[src/design/lbcs_pkg.sv]
// Purpose: Shared constants and types of the charge sequencer
// Assumes: 50 MHz hclk, timer tick stands in for the capacitor oscillators
// Notes:   Times are kept in their own units; tick counts derive from them
`default_nettype none

package lbcs_pkg;

  ////////////////////////////////////////////////////////////////////////////
  // Clock and timer base
  localparam int CLK_MHZ        = 50;
  localparam int TICK_PERIOD_US = 1000;
  localparam int TICK_CYCLES    = TICK_PERIOD_US * CLK_MHZ;
  localparam int TICKS_PER_MIN  = 60_000_000 / TICK_PERIOD_US;
  localparam int TIMER_W        = 24;

  ////////////////////////////////////////////////////////////////////////////
  // Safety timeouts, nominal 1 nF timer capacitors
  localparam int PREQ_TIME_DECIMIN = 75;
  localparam int FAST_TIME_MIN     = 90;
  localparam int FULL_TIME_MIN     = 90;
  localparam int TOPOFF_TIME_MIN   = 45;
  localparam int PREQ_TICKS   = PREQ_TIME_DECIMIN * TICKS_PER_MIN / 10;
  localparam int FAST_TICKS   = FAST_TIME_MIN * TICKS_PER_MIN;
  localparam int FULL_TICKS   = FULL_TIME_MIN * TICKS_PER_MIN;
  localparam int TOPOFF_TICKS = TOPOFF_TIME_MIN * TICKS_PER_MIN;

  ////////////////////////////////////////////////////////////////////////////
  // Temperature sampling, rate in centihertz
  localparam int TEMP_RATE_CHZ = 112;
  localparam int TEMP_TICKS    =
    100_000_000 / (TEMP_RATE_CHZ * TICK_PERIOD_US);

  ////////////////////////////////////////////////////////////////////////////
  // Comparator flag positions
  localparam int FLAG_W       = 11;
  localparam int FLG_ABOVE_UV = 0;
  localparam int FLG_AT_REG   = 1;
  localparam int FLG_RECHARGE = 2;
  localparam int FLG_OVERVOLT = 3;
  localparam int FLG_DROPOUT  = 4;
  localparam int FLG_TAPER    = 5;
  localparam int FLG_TEMP_OK  = 6;
  localparam int FLG_TEMP_HOT = 7;
  localparam int FLG_PWR_GOOD = 8;
  localparam int FLG_REF_GOOD = 9;
  localparam int FLG_BIAS_OK  = 10;

  ////////////////////////////////////////////////////////////////////////////
  // Register map
  localparam logic [7:0]  CTRL_OFFSET   = 8'h00;
  localparam logic [7:0]  STATUS_OFFSET = 8'h04;
  localparam logic [7:0]  TIMER_OFFSET  = 8'h08;
  localparam int          CTRL_STOP_BIT = 0;
  localparam logic        CTRL_RESET    = 1'h0;
  localparam int          ST_STATE_LSB  = 0;
  localparam int          ST_FLAG_LSB   = 4;
  localparam int          ST_TEMP_BIT   = 16;

  ////////////////////////////////////////////////////////////////////////////
  // States and current commands
  typedef enum logic [2:0] {
    LBCS_RESET  = 3'h0,
    LBCS_PREQ   = 3'h1,
    LBCS_FAST   = 3'h3,
    LBCS_FULL   = 3'h2,
    LBCS_TOPOFF = 3'h6,
    LBCS_DONE   = 3'h7,
    LBCS_SUSP   = 3'h5,
    LBCS_FAULT  = 3'h4
  } lbcs_state_e;

  typedef enum logic [1:0] {
    LBCS_I_OFF   = 2'h0,
    LBCS_I_TENTH = 2'h1,
    LBCS_I_FULL  = 2'h2
  } lbcs_isel_e;

endpackage

`default_nettype wire

[src/design/lbcs_sync.sv]
// Purpose: Two-flop synchroniser, one per flag bit
// Assumes: Asynchronous active-low reset
// Notes:   First stage is read by the second stage only
`default_nettype none

module lbcs_sync #(
  parameter int W = 1
) (
  input  wire logic         hclk,
  input  wire logic         hresetn,
  input  wire logic [W-1:0] async_in,
  output logic      [W-1:0] sync_out
);

  for (genvar i = 0; i < W; i++) begin : g_bit
    logic meta_q;
    logic sync_q;
    always_ff @(posedge hclk or negedge hresetn) begin
      if (!hresetn) begin
        meta_q <= 1'b0;
        sync_q <= 1'b0;
      end else begin
        meta_q <= async_in[i];
        sync_q <= meta_q;
      end
    end
    assign sync_out[i] = sync_q;
  end

endmodule

`default_nettype wire

[src/design/lbcs_sequencer.sv]
// Purpose: Li-ion charge sequencer with safety timers and AHB-Lite status
// Assumes: Flags from the analog front end are asynchronous levels
// Notes:   Indicators are open drain; oe high means pulling low
//
// Contract
// - Reset: timers cleared, zero current, indicators high
// - Reset on power-up, recharge, dropout, overvoltage
// - Shutdown release or power-up restarts with zeroed timers
// - Reset to prequal once supplies are good
// - Reset to fault when battery too hot
// - Prequal: tenth current, fast indicator low
// - Prequal timeout on short timer means fault
// - Prequal to fast above undervoltage, temperature good
// - Prequal suspends and resumes with temperature
// - Fast: full current, fast indicator, bulk timer
// - Fast to full on regulation voltage
// - Fast timeout before regulation means fault
// - Full: constant voltage, full indicator, 90-minute timer as long as fast
// - Full to top-off on taper or timeout
// - Top-off: constant voltage, indicators high, then done
// - Done: zero current until recharge, then reset
// - Bad temperature: zero current, frozen timer, resume
// - Fault: zero current, fault indicator low
// - Fault left only by power or shutdown; the code also leaves it when the CTRL stop bit is set
// - Shutdown: stop, switch off, indicators released
// - Temperature sampled at 1.12 Hz, charging halted
//
// Local design decisions: the register addresses and register access over AHB-Lite.
`default_nettype none

module lbcs_sequencer #(
  parameter int unsigned TICK_CYCLES  = lbcs_pkg::TICK_CYCLES,
  parameter int unsigned PREQ_TICKS   = lbcs_pkg::PREQ_TICKS,
  parameter int unsigned FAST_TICKS   = lbcs_pkg::FAST_TICKS,
  parameter int unsigned FULL_TICKS   = lbcs_pkg::FULL_TICKS,
  parameter int unsigned TOPOFF_TICKS = lbcs_pkg::TOPOFF_TICKS,
  parameter int unsigned TEMP_TICKS   = lbcs_pkg::TEMP_TICKS
) (
  input  wire logic        hclk,
  input  wire logic        hresetn,
  input  wire logic        hsel,
  input  wire logic [31:0] haddr,
  input  wire logic [1:0]  htrans,
  input  wire logic        hwrite,
  input  wire logic [2:0]  hsize,
  input  wire logic        hready,
  input  wire logic [31:0] hwdata,
  output logic      [31:0] hrdata,
  output logic             hreadyout,
  output logic             hresp,
  input  wire logic        shutdown_input_n,
  input  wire logic        batt_above_uv,
  input  wire logic        batt_at_regulation,
  input  wire logic        batt_below_recharge,
  input  wire logic        batt_overvoltage,
  input  wire logic        supply_dropout,
  input  wire logic        taper_current_low,
  input  wire logic        temp_in_window,
  input  wire logic        temp_at_max,
  input  wire logic        input_power_good,
  input  wire logic        reference_good,
  input  wire logic        bias_good,
  output logic      [1:0]  charge_current_sel,
  output logic             constant_voltage_sel,
  output logic             high_side_enable,
  output logic             fast_charge_indicator_n_out,
  output logic             fast_charge_indicator_n_oe,
  output logic             full_charge_indicator_n_out,
  output logic             full_charge_indicator_n_oe,
  output logic             fault_indicator_n_out,
  output logic             fault_indicator_n_oe
);

  localparam int TW = lbcs_pkg::TIMER_W;

  logic [lbcs_pkg::FLAG_W-1:0] flags_raw;
  logic [lbcs_pkg::FLAG_W-1:0] flags;
  lbcs_pkg::lbcs_state_e       state_q;
  lbcs_pkg::lbcs_state_e       state_d;
  lbcs_pkg::lbcs_state_e       resume_q;
  logic [15:0]                 tick_cnt_q;
  logic                        tick;
  logic [15:0]                 temp_cnt_q;
  logic                        measuring;
  logic                        temp_ok_q;
  logic                        temp_hot_q;
  logic [TW-1:0]               timer_q;
  logic [TW-1:0]               limit;
  logic                        expired;
  logic                        running;
  logic                        charger_on;
  logic                        leave_chg;
  logic                        ctrl_stop_q;
  logic                        ind_fast_q;
  logic                        ind_full_q;
  logic                        ind_fault_q;
  logic                        wr_pend_q;
  logic [7:0]                  addr_q;
  logic [31:0]                 rdata_q;
  logic                        addr_phase;
  logic [31:0]                 rd_mux;

  ////////////////////////////////////////////////////////////////////////////
  // Flag synchronisation
  assign flags_raw = {bias_good, reference_good, input_power_good,
                      temp_at_max, temp_in_window, taper_current_low,
                      supply_dropout, batt_overvoltage, batt_below_recharge,
                      batt_at_regulation, batt_above_uv};

  lbcs_sync #(.W(lbcs_pkg::FLAG_W)) u_sync (
    .hclk     (hclk),
    .hresetn  (hresetn),
    .async_in (flags_raw),
    .sync_out (flags)
  );

  assign charger_on = shutdown_input_n && !ctrl_stop_q;
  assign leave_chg  = flags[lbcs_pkg::FLG_DROPOUT]
                   || flags[lbcs_pkg::FLG_OVERVOLT];

  ////////////////////////////////////////////////////////////////////////////
  // Timer tick prescaler and temperature sampling
  always_ff @(posedge hclk or negedge hresetn) begin
    if (!hresetn) begin
      tick_cnt_q <= 16'h0000;
    end else if (tick) begin
      tick_cnt_q <= 16'h0000;
    end else begin
      tick_cnt_q <= tick_cnt_q + 16'h0001;
    end
  end
  assign tick = (tick_cnt_q == 16'(TICK_CYCLES - 1));

  always_ff @(posedge hclk or negedge hresetn) begin
    if (!hresetn) begin
      temp_cnt_q <= 16'h0000;
      temp_ok_q  <= 1'b0;
      temp_hot_q <= 1'b0;
    end else if (tick) begin
      if (measuring) begin
        temp_cnt_q <= 16'h0000;
        temp_ok_q  <= flags[lbcs_pkg::FLG_TEMP_OK];
        temp_hot_q <= flags[lbcs_pkg::FLG_TEMP_HOT];
      end else begin
        temp_cnt_q <= temp_cnt_q + 16'h0001;
      end
    end
  end
  assign measuring = (temp_cnt_q == 16'(TEMP_TICKS - 1));

  ////////////////////////////////////////////////////////////////////////////
  // Safety timer
  always_comb begin
    unique case (state_q)
      lbcs_pkg::LBCS_PREQ:   limit = TW'(PREQ_TICKS);
      lbcs_pkg::LBCS_FAST:   limit = TW'(FAST_TICKS);
      lbcs_pkg::LBCS_FULL:   limit = TW'(FULL_TICKS);
      lbcs_pkg::LBCS_TOPOFF: limit = TW'(TOPOFF_TICKS);
      default:               limit = {TW{1'b1}};
    endcase
  end
  assign running = (state_q == lbcs_pkg::LBCS_PREQ)
                || (state_q == lbcs_pkg::LBCS_FAST)
                || (state_q == lbcs_pkg::LBCS_FULL)
                || (state_q == lbcs_pkg::LBCS_TOPOFF);
  assign expired = running && (timer_q >= limit);

  always_ff @(posedge hclk or negedge hresetn) begin
    if (!hresetn) begin
      timer_q <= '0;
    end else if (!charger_on || state_q == lbcs_pkg::LBCS_RESET) begin
      timer_q <= '0;
    end else if (state_d != state_q && state_d != lbcs_pkg::LBCS_SUSP
                 && state_q != lbcs_pkg::LBCS_SUSP) begin
      timer_q <= '0;
    end else if (running && tick && !expired) begin
      timer_q <= timer_q + TW'(1);
    end
  end

  ////////////////////////////////////////////////////////////////////////////
  // Charge state machine
  always_comb begin
    state_d = state_q;
    unique case (state_q)
      lbcs_pkg::LBCS_RESET: begin
        if (temp_hot_q) begin
          state_d = lbcs_pkg::LBCS_FAULT;
        end else if (flags[lbcs_pkg::FLG_PWR_GOOD]
                     && flags[lbcs_pkg::FLG_REF_GOOD]
                     && flags[lbcs_pkg::FLG_BIAS_OK]) begin
          state_d = lbcs_pkg::LBCS_PREQ;
        end
      end
      lbcs_pkg::LBCS_PREQ: begin
        if (expired) begin
          state_d = lbcs_pkg::LBCS_FAULT;
        end else if (!temp_ok_q) begin
          state_d = lbcs_pkg::LBCS_SUSP;
        end else if (flags[lbcs_pkg::FLG_ABOVE_UV]) begin
          state_d = lbcs_pkg::LBCS_FAST;
        end
      end
      lbcs_pkg::LBCS_FAST: begin
        if (flags[lbcs_pkg::FLG_AT_REG]) begin
          state_d = lbcs_pkg::LBCS_FULL;
        end else if (expired) begin
          state_d = lbcs_pkg::LBCS_FAULT;
        end else if (!temp_ok_q) begin
          state_d = lbcs_pkg::LBCS_SUSP;
        end
      end
      lbcs_pkg::LBCS_FULL: begin
        if (flags[lbcs_pkg::FLG_TAPER] || expired) begin
          state_d = lbcs_pkg::LBCS_TOPOFF;
        end else if (!temp_ok_q) begin
          state_d = lbcs_pkg::LBCS_SUSP;
        end
      end
      lbcs_pkg::LBCS_TOPOFF: begin
        if (expired) begin
          state_d = lbcs_pkg::LBCS_DONE;
        end else if (!temp_ok_q) begin
          state_d = lbcs_pkg::LBCS_SUSP;
        end
      end
      lbcs_pkg::LBCS_DONE: begin
        if (flags[lbcs_pkg::FLG_RECHARGE]) begin
          state_d = lbcs_pkg::LBCS_RESET;
        end
      end
      lbcs_pkg::LBCS_SUSP: begin
        if (temp_ok_q) begin
          state_d = resume_q;
        end
      end
      lbcs_pkg::LBCS_FAULT: begin
        state_d = lbcs_pkg::LBCS_FAULT;
      end
    endcase
    if (leave_chg && state_q != lbcs_pkg::LBCS_FAULT) begin
      state_d = lbcs_pkg::LBCS_RESET;
    end
  end

  always_ff @(posedge hclk or negedge hresetn) begin
    if (!hresetn) begin
      state_q <= lbcs_pkg::LBCS_RESET;
    end else if (!charger_on) begin
      state_q <= lbcs_pkg::LBCS_RESET;
    end else begin
      state_q <= state_d;
    end
  end

  always_ff @(posedge hclk or negedge hresetn) begin
    if (!hresetn) begin
      resume_q <= lbcs_pkg::LBCS_PREQ;
    end else if (state_d == lbcs_pkg::LBCS_SUSP
                 && state_q != lbcs_pkg::LBCS_SUSP) begin
      resume_q <= state_q;
    end
  end

  ////////////////////////////////////////////////////////////////////////////
  // Indicators, held through temperature suspension
  always_ff @(posedge hclk or negedge hresetn) begin
    if (!hresetn) begin
      ind_fast_q  <= 1'b0;
      ind_full_q  <= 1'b0;
      ind_fault_q <= 1'b0;
    end else if (state_q != lbcs_pkg::LBCS_SUSP) begin
      ind_fast_q  <= (state_q == lbcs_pkg::LBCS_PREQ)
                  || (state_q == lbcs_pkg::LBCS_FAST);
      ind_full_q  <= (state_q == lbcs_pkg::LBCS_FULL);
      ind_fault_q <= (state_q == lbcs_pkg::LBCS_FAULT);
    end
  end

  assign fast_charge_indicator_n_out = 1'b0;
  assign full_charge_indicator_n_out = 1'b0;
  assign fault_indicator_n_out       = 1'b0;
  assign fast_charge_indicator_n_oe  = ind_fast_q && shutdown_input_n;
  assign full_charge_indicator_n_oe  = ind_full_q && shutdown_input_n;
  assign fault_indicator_n_oe        = ind_fault_q && shutdown_input_n;
  // Released in shutdown; all released in reset

  ////////////////////////////////////////////////////////////////////////////
  // Power stage commands
  always_ff @(posedge hclk or negedge hresetn) begin
    if (!hresetn) begin
      charge_current_sel   <= lbcs_pkg::LBCS_I_OFF;
      constant_voltage_sel <= 1'b0;
    end else if (!charger_on || measuring) begin
      charge_current_sel   <= lbcs_pkg::LBCS_I_OFF;
      constant_voltage_sel <= 1'b0;
    end else begin
      unique case (state_d)
        lbcs_pkg::LBCS_PREQ: begin
          charge_current_sel   <= lbcs_pkg::LBCS_I_TENTH;
          constant_voltage_sel <= 1'b0;
        end
        lbcs_pkg::LBCS_FAST: begin
          charge_current_sel   <= lbcs_pkg::LBCS_I_FULL;
          constant_voltage_sel <= 1'b0;
        end
        lbcs_pkg::LBCS_FULL, lbcs_pkg::LBCS_TOPOFF: begin
          charge_current_sel   <= lbcs_pkg::LBCS_I_FULL;
          constant_voltage_sel <= 1'b1;
        end
        default: begin
          charge_current_sel   <= lbcs_pkg::LBCS_I_OFF;
          constant_voltage_sel <= 1'b0;
        end
      endcase
    end
  end
  assign high_side_enable = (charge_current_sel != lbcs_pkg::LBCS_I_OFF)
                         && shutdown_input_n;

  ////////////////////////////////////////////////////////////////////////////
  // AHB-Lite slave, zero wait states
  assign addr_phase = hsel && hready && htrans[1];
  assign hreadyout  = 1'b1;
  assign hresp      = 1'b0;
  assign hrdata     = rdata_q;

  always_comb begin
    rd_mux = 32'h0000_0000;
    unique case (haddr[7:0])
      lbcs_pkg::CTRL_OFFSET:
        rd_mux[lbcs_pkg::CTRL_STOP_BIT] = ctrl_stop_q;
      lbcs_pkg::STATUS_OFFSET: begin
        rd_mux[lbcs_pkg::ST_STATE_LSB +: 3] = state_q;
        rd_mux[lbcs_pkg::ST_FLAG_LSB +: lbcs_pkg::FLAG_W] = flags;
        rd_mux[lbcs_pkg::ST_TEMP_BIT] = temp_ok_q;
      end
      lbcs_pkg::TIMER_OFFSET:
        rd_mux[TW-1:0] = timer_q;
      default: rd_mux = 32'h0000_0000;
    endcase
    if (haddr[31:8] != 24'h00_0000) begin
      rd_mux = 32'h0000_0000;
    end
  end

  always_ff @(posedge hclk or negedge hresetn) begin
    if (!hresetn) begin
      wr_pend_q <= 1'b0;
      addr_q    <= 8'h00;
      rdata_q   <= 32'h0000_0000;
    end else begin
      wr_pend_q <= addr_phase && hwrite && (haddr[31:8] == 24'h00_0000);
      if (addr_phase) begin
        addr_q <= haddr[7:0];
      end
      if (addr_phase && !hwrite) begin
        rdata_q <= rd_mux;
      end
    end
  end

  always_ff @(posedge hclk or negedge hresetn) begin
    if (!hresetn) begin
      ctrl_stop_q <= lbcs_pkg::CTRL_RESET;
    end else if (wr_pend_q && addr_q == lbcs_pkg::CTRL_OFFSET) begin
      ctrl_stop_q <= hwdata[lbcs_pkg::CTRL_STOP_BIT];
    end
  end

  ////////////////////////////////////////////////////////////////////////////
  // Checks
  chk_reset_idle: assert property (
    @(posedge hclk) disable iff (!hresetn)
    state_q == lbcs_pkg::LBCS_RESET |=> charge_current_sel
      == lbcs_pkg::LBCS_I_OFF || state_q != lbcs_pkg::LBCS_RESET)
    else $error("current commanded out of reset");

  chk_preq_tenth: assert property (
    @(posedge hclk) disable iff (!hresetn)
    state_q == lbcs_pkg::LBCS_PREQ && $past(state_q) == lbcs_pkg::LBCS_PREQ
      && charger_on && !$past(measuring) |-> charge_current_sel
      == lbcs_pkg::LBCS_I_TENTH)
    else $error("prequal current not one tenth");

  chk_preq_timeout: assert property (
    @(posedge hclk) disable iff (!hresetn)
    state_q == lbcs_pkg::LBCS_PREQ && expired && charger_on && !leave_chg
      |=> state_q == lbcs_pkg::LBCS_FAULT)
    else $error("prequal timeout did not fault");

  chk_fast_full: assert property (
    @(posedge hclk) disable iff (!hresetn)
    state_q == lbcs_pkg::LBCS_FAST && flags[lbcs_pkg::FLG_AT_REG]
      && charger_on && !leave_chg |=> state_q == lbcs_pkg::LBCS_FULL)
    else $error("regulation did not enter full charge");

  chk_fault_held: assert property (
    @(posedge hclk) disable iff (!hresetn)
    state_q == lbcs_pkg::LBCS_FAULT && charger_on
      |=> state_q == lbcs_pkg::LBCS_FAULT ##1 fault_indicator_n_oe
      || !shutdown_input_n)
    else $error("fault left without shutdown");

  chk_susp_freeze: assert property (
    @(posedge hclk) disable iff (!hresetn)
    state_q == lbcs_pkg::LBCS_SUSP && charger_on
      |=> $stable(timer_q) || !charger_on || $past(leave_chg))
    else $error("timer moved while suspended");

  chk_shutdown_input_n_release: assert property (
    @(posedge hclk) disable iff (!hresetn)
    !shutdown_input_n |-> !high_side_enable && !fast_charge_indicator_n_oe
      && !full_charge_indicator_n_oe && !fault_indicator_n_oe)
    else $error("pins driven during shutdown");

  chk_done_recharge: assert property (
    @(posedge hclk) disable iff (!hresetn)
    state_q == lbcs_pkg::LBCS_DONE && flags[lbcs_pkg::FLG_RECHARGE]
      && charger_on |=> state_q == lbcs_pkg::LBCS_RESET
      && charge_current_sel == lbcs_pkg::LBCS_I_OFF)
    else $error("recharge did not restart");

  chk_meas_halt: assert property (
    @(posedge hclk) disable iff (!hresetn)
    measuring && tick |=> charge_current_sel == lbcs_pkg::LBCS_I_OFF)
    else $error("charging during temperature sample");

  cov_fast_charge: cover property (
    @(posedge hclk) disable iff (!hresetn)
    state_q == lbcs_pkg::LBCS_FAST);
  cov_topoff_done: cover property (
    @(posedge hclk) disable iff (!hresetn)
    state_q == lbcs_pkg::LBCS_TOPOFF ##1 state_q == lbcs_pkg::LBCS_DONE);
  cov_suspend: cover property (
    @(posedge hclk) disable iff (!hresetn)
    state_q == lbcs_pkg::LBCS_SUSP ##1 state_q != lbcs_pkg::LBCS_SUSP);
  cov_fault: cover property (
    @(posedge hclk) disable iff (!hresetn)
    state_q == lbcs_pkg::LBCS_FAULT);

endmodule

`default_nettype wire

[config.mk]
export PLATFORM = sky130hd
export DESIGN_NAME = lbcs_sequencer
export DESIGN_NICKNAME = d
export VERILOG_FILES = /design/src/design/lbcs_pkg.sv /design/src/design/lbcs_sync.sv /design/src/design/lbcs_sequencer.sv
export SDC_FILE = /design/constraint.sdc
export NUM_CORES = 1
export LEC_CHECK = 0
export BUFFER_PORTS_ARGS = -buffer_cell sky130_fd_sc_hd__buf_2
export CORE_ASPECT_RATIO = 1.5
export CORE_MARGIN = 4
export CORE_UTILIZATION = 45
export DETAILED_ROUTE_END_ITERATION = 10
export MAX_ROUTING_LAYER = met4
export PLACE_DENSITY = 0.78
export SYNTH_ARGS = -nofsm -noshare
export SYNTH_HDL_FRONTEND = slang
export SYNTH_SLANG_ARGS = --single-unit
[constraint.sdc]
create_clock -name hclk -period 8.65 [get_ports hclk]
set_input_delay 1.73 -clock hclk [delete_from_list [all_inputs] [get_ports hclk]]
set_output_delay 1.73 -clock hclk [all_outputs]
set_load 0.01 [all_outputs]
==> flow_metrics.tcl <==
set metrics [dict create \
    status "finished, final reports clean" \
    fmax_ghz 0.213 \
    routed_wl_um 15500 \
    ctsResizeCount 0 \
    rsz0062_at_grt "false" \
    yosys-top-cells-area "dfrtp_1, a211oi_2, ha_1" \
    slew_violations 0 \
    cp_num_cells 13 \
    synthMuxAreaShare 0.0278 \
    end_kind "flop" \
    worst_ep_arrival_time_ns 4.96 \
    synth.cell_area_sq_mm 0.00644 \
    initial_core_util 0.458 \
    clkLatencyLatePin_ns 0.42 \
    fin_area_sq_mm 0.00749 \
    post_drt_wl_per_cell_um 17.6 \
    cts_setup_buffers 0 \
    r2r_setup_slack_ns 3.96 \
    fin_skew_ns 0.00732 \
    synth_xor_area_frac 0.0639 \
    gp_congestion 0.866 \
    critPathCapture "timer_q[3]" \
    vias 4944 \
    ys_ff_latch 126 \
    start_kind "flop" \
    finalPower_uw 1370 \
    ios 130 \
    critPathKind "reg2reg" \
    drtAntennaViolNets 0 \
    grt_overflow 0 \
    grt_pass1_vias 5212 \
    yosys_warnings 0 \
    htreeDepth 4 \
    io_buffer_count 81 \
    drcViolationCount 0 \
    critPathBufInv 1 \
    grt_pass1_wl_um 25500 \
    yosysTopAreaCell "dfrtp_1" \
    cts_tree "built" \
    regToRegEndpoint "timer_q[3]" \
    r2r-start "state_q[2]" \
    die_x_um 106 \
    core_sq_mm 0.0141 \
    path_cells "nand3b_1 -> o21ai_0 -> ha_1 -> a21oi_1 -> nand2_1 -> a211oi_1 -> o311ai_1 -> a211oi_4 -> o21ai_1 -> and4_1 -> o31ai_4 -> buf_4 -> a211oi_1" \
    drtIter0Drc 302 \
    rows 53 \
    relSlewSlack 0.315 \
    powerDensity_mw_per_mm2 183 \
    ys.flop_type "dfrtp_1" \
    setup_viol 0 \
    tightestPinTransition_ns 1.03 \
    cts.sinks 126 \
    reg2reg_depth 13 \
    die_y_um 155 \
    dp_hpwl_um 11200 \
    final_layout_size_suffix_gt1_frac 0.232 \
    viasPerCell 5.61 \
    firstDrtPassIters 8 \
    cp_top_family "compound AO/OA/AOI/OAI gates" \
    hold_class "reg2reg" \
    yosysSeqAreaShare 0.490 \
    place_area_sq_mm 0.00691 \
    antenna_found_initial 0 \
    crit_path_start "state_q[2]" \
    synthDistinctLibCells 66 \
    slowest_delay_ns 0.90 \
    nFillCells 1224 \
    yosysTopAreaCellShare 0.486 \
    nets 782 \
    tns_ns 0 \
    hold_violations 0 \
    synth_common_cells "dfrtp_1, nand2_1, nor2_1" \
    synth_adder_area_share 0.0389 \
    synth_top_family_by_area "simple AND/OR/NAND/NOR gates" \
    avgSynthCellArea_sq_um 10.7 \
    post-route-period-util 0.542 \
    cts.clk_slew.worst_paths_ns 0.06 \
    cap_violations 0 \
    place_ws_ns 3.75 \
    synth_most_common_cell "dfrtp_1" \
    syn_to_final_growth_pct 16.4 \
    cts_root_buf "clkbuf_16" \
    cts_buffers 17 \
    cp_common_cell "a211oi_1" \
    synth-compound-area-share 0.161 \
    regArea_sq_mm 0.00315 \
    cts_max_path_buffers 2 \
    diodes 0 \
    async_flop_share 1.00 \
    syn_inst 601 \
    cp_slowest_cell "dfrtp_1" \
    synth_edf_count 0 \
    grt.total_usage 0.202 \
    total_leakage_power_uw 0.00357 \
    min_period_ns 4.69 \
    vdd_ir_drop_max_mv 0.129 \
    crit_fanout 24 \
    grt_max_degree 78 \
    final_util 0.533 \
    hold_buffers 0 \
    crit_required_ns 8.92 \
    fin_ws_ns 3.96 \
    synth_simple_gate_area_frac 0.161 \
    multi_input_comb_area_sq_mm 0.00296 \
    dieArea_sq_mm 0.0163 \
]
[layout make-up]
cell class              count  area share
flip-flops and latches    126       0.421
multi-input cells         415       0.395
clock buffers              18      0.0586
repair buffers             84      0.0574
well taps                 192      0.0321
clock inverters            14      0.0195
inverters                  32      0.0160
[layout by cell type (no fill, tap or decap), drive strengths merged, types with 12 or more instances in the layout]
cell	count
ha	20
clkbuf	18
nor2	41
nand3	18
nor4	14
nand2	43
buf	84
a211oi	28
inv	41
a21oi	22
and3	14
a222oi	14
xnor2	25
o21ai	17
xor2	22
dfrtp	125
conb	13
mux2	12
[through the flow]
| stage | instances | hold slack, ns |
|---|---|---|
| 3_3_place_gp | 849 | 0.333 |
| 3_5_place_dp | 849 | 0.336 |
| 2_1_floorplan | 612 | 0.331 |
| 5_1_grt | 881 | 0.351 |
| 6_report | 881 | 0.348 |
| 4_1_cts | 881 | 0.349 |
[worst min path at each step]
stage	start	to	slack, ns	depth (start not counted)
finish	u_sync.g_bit[5].meta_q	u_sync.g_bit[5].sync_q	0.35	0
detailed placement	u_sync.g_bit[5].meta_q	u_sync.g_bit[5].sync_q	0.34	0
CTS	u_sync.g_bit[5].meta_q	u_sync.g_bit[5].sync_q	0.35	0
global placement	u_sync.g_bit[10].meta_q	u_sync.g_bit[10].sync_q	0.33	0
global route	u_sync.g_bit[5].meta_q	u_sync.g_bit[5].sync_q	0.35	0
floorplan	u_sync.g_bit[0].meta_q	u_sync.g_bit[0].sync_q	0.33	0
[per-layer routing]
metal	global-route usage	vias to the layer above	part of all wire
met5	-	-	0
met3	0.0409	32	0.032
met4	0.0802	0	0.028
li1	-	2316	-
met2	0.370	133	0.56
met1	0.210	2463	0.38
[cells by family (layout without fill, tap and decap cells)]
kind of cell,Yosys count,count (layout)
buffers and inverters,71,148
other,2,13
xor gates and xnor gates,47,47
AOI/OAI and AO/OA,120,120
adders and majority gates,20,20
and+or+nand+nor,199,199
muxes,16,16
DFF,126,126
[power by group]
| group | internal [uW] | switching, uW |
|---|---|---|
| sequential | 605 | 8.51 |
| clock | 415 | 292 |
| combinational | 19.3 | 29.0 |
| total | 1040 | 329 |
[registers in the layout, indices dropped and copies added (netlist names)]
name and count:
addr_q 8, charge_current_sel 2, constant_voltage_sel 1, ctrl_stop_q 1, hrdata 24, ind_fast_q 1
ind_fault_q 1, ind_full_q 1, resume_q 3, state_q 3, temp_cnt_q 16, temp_hot_q 1
temp_ok_q 1, tick_cnt_q 16, timer_q 24, u_sync.g_bit.meta_q 11, u_sync.g_bit.sync_q 11, wr_pend_q 1
Note: power is estimated with default switching activity, not from simulation.
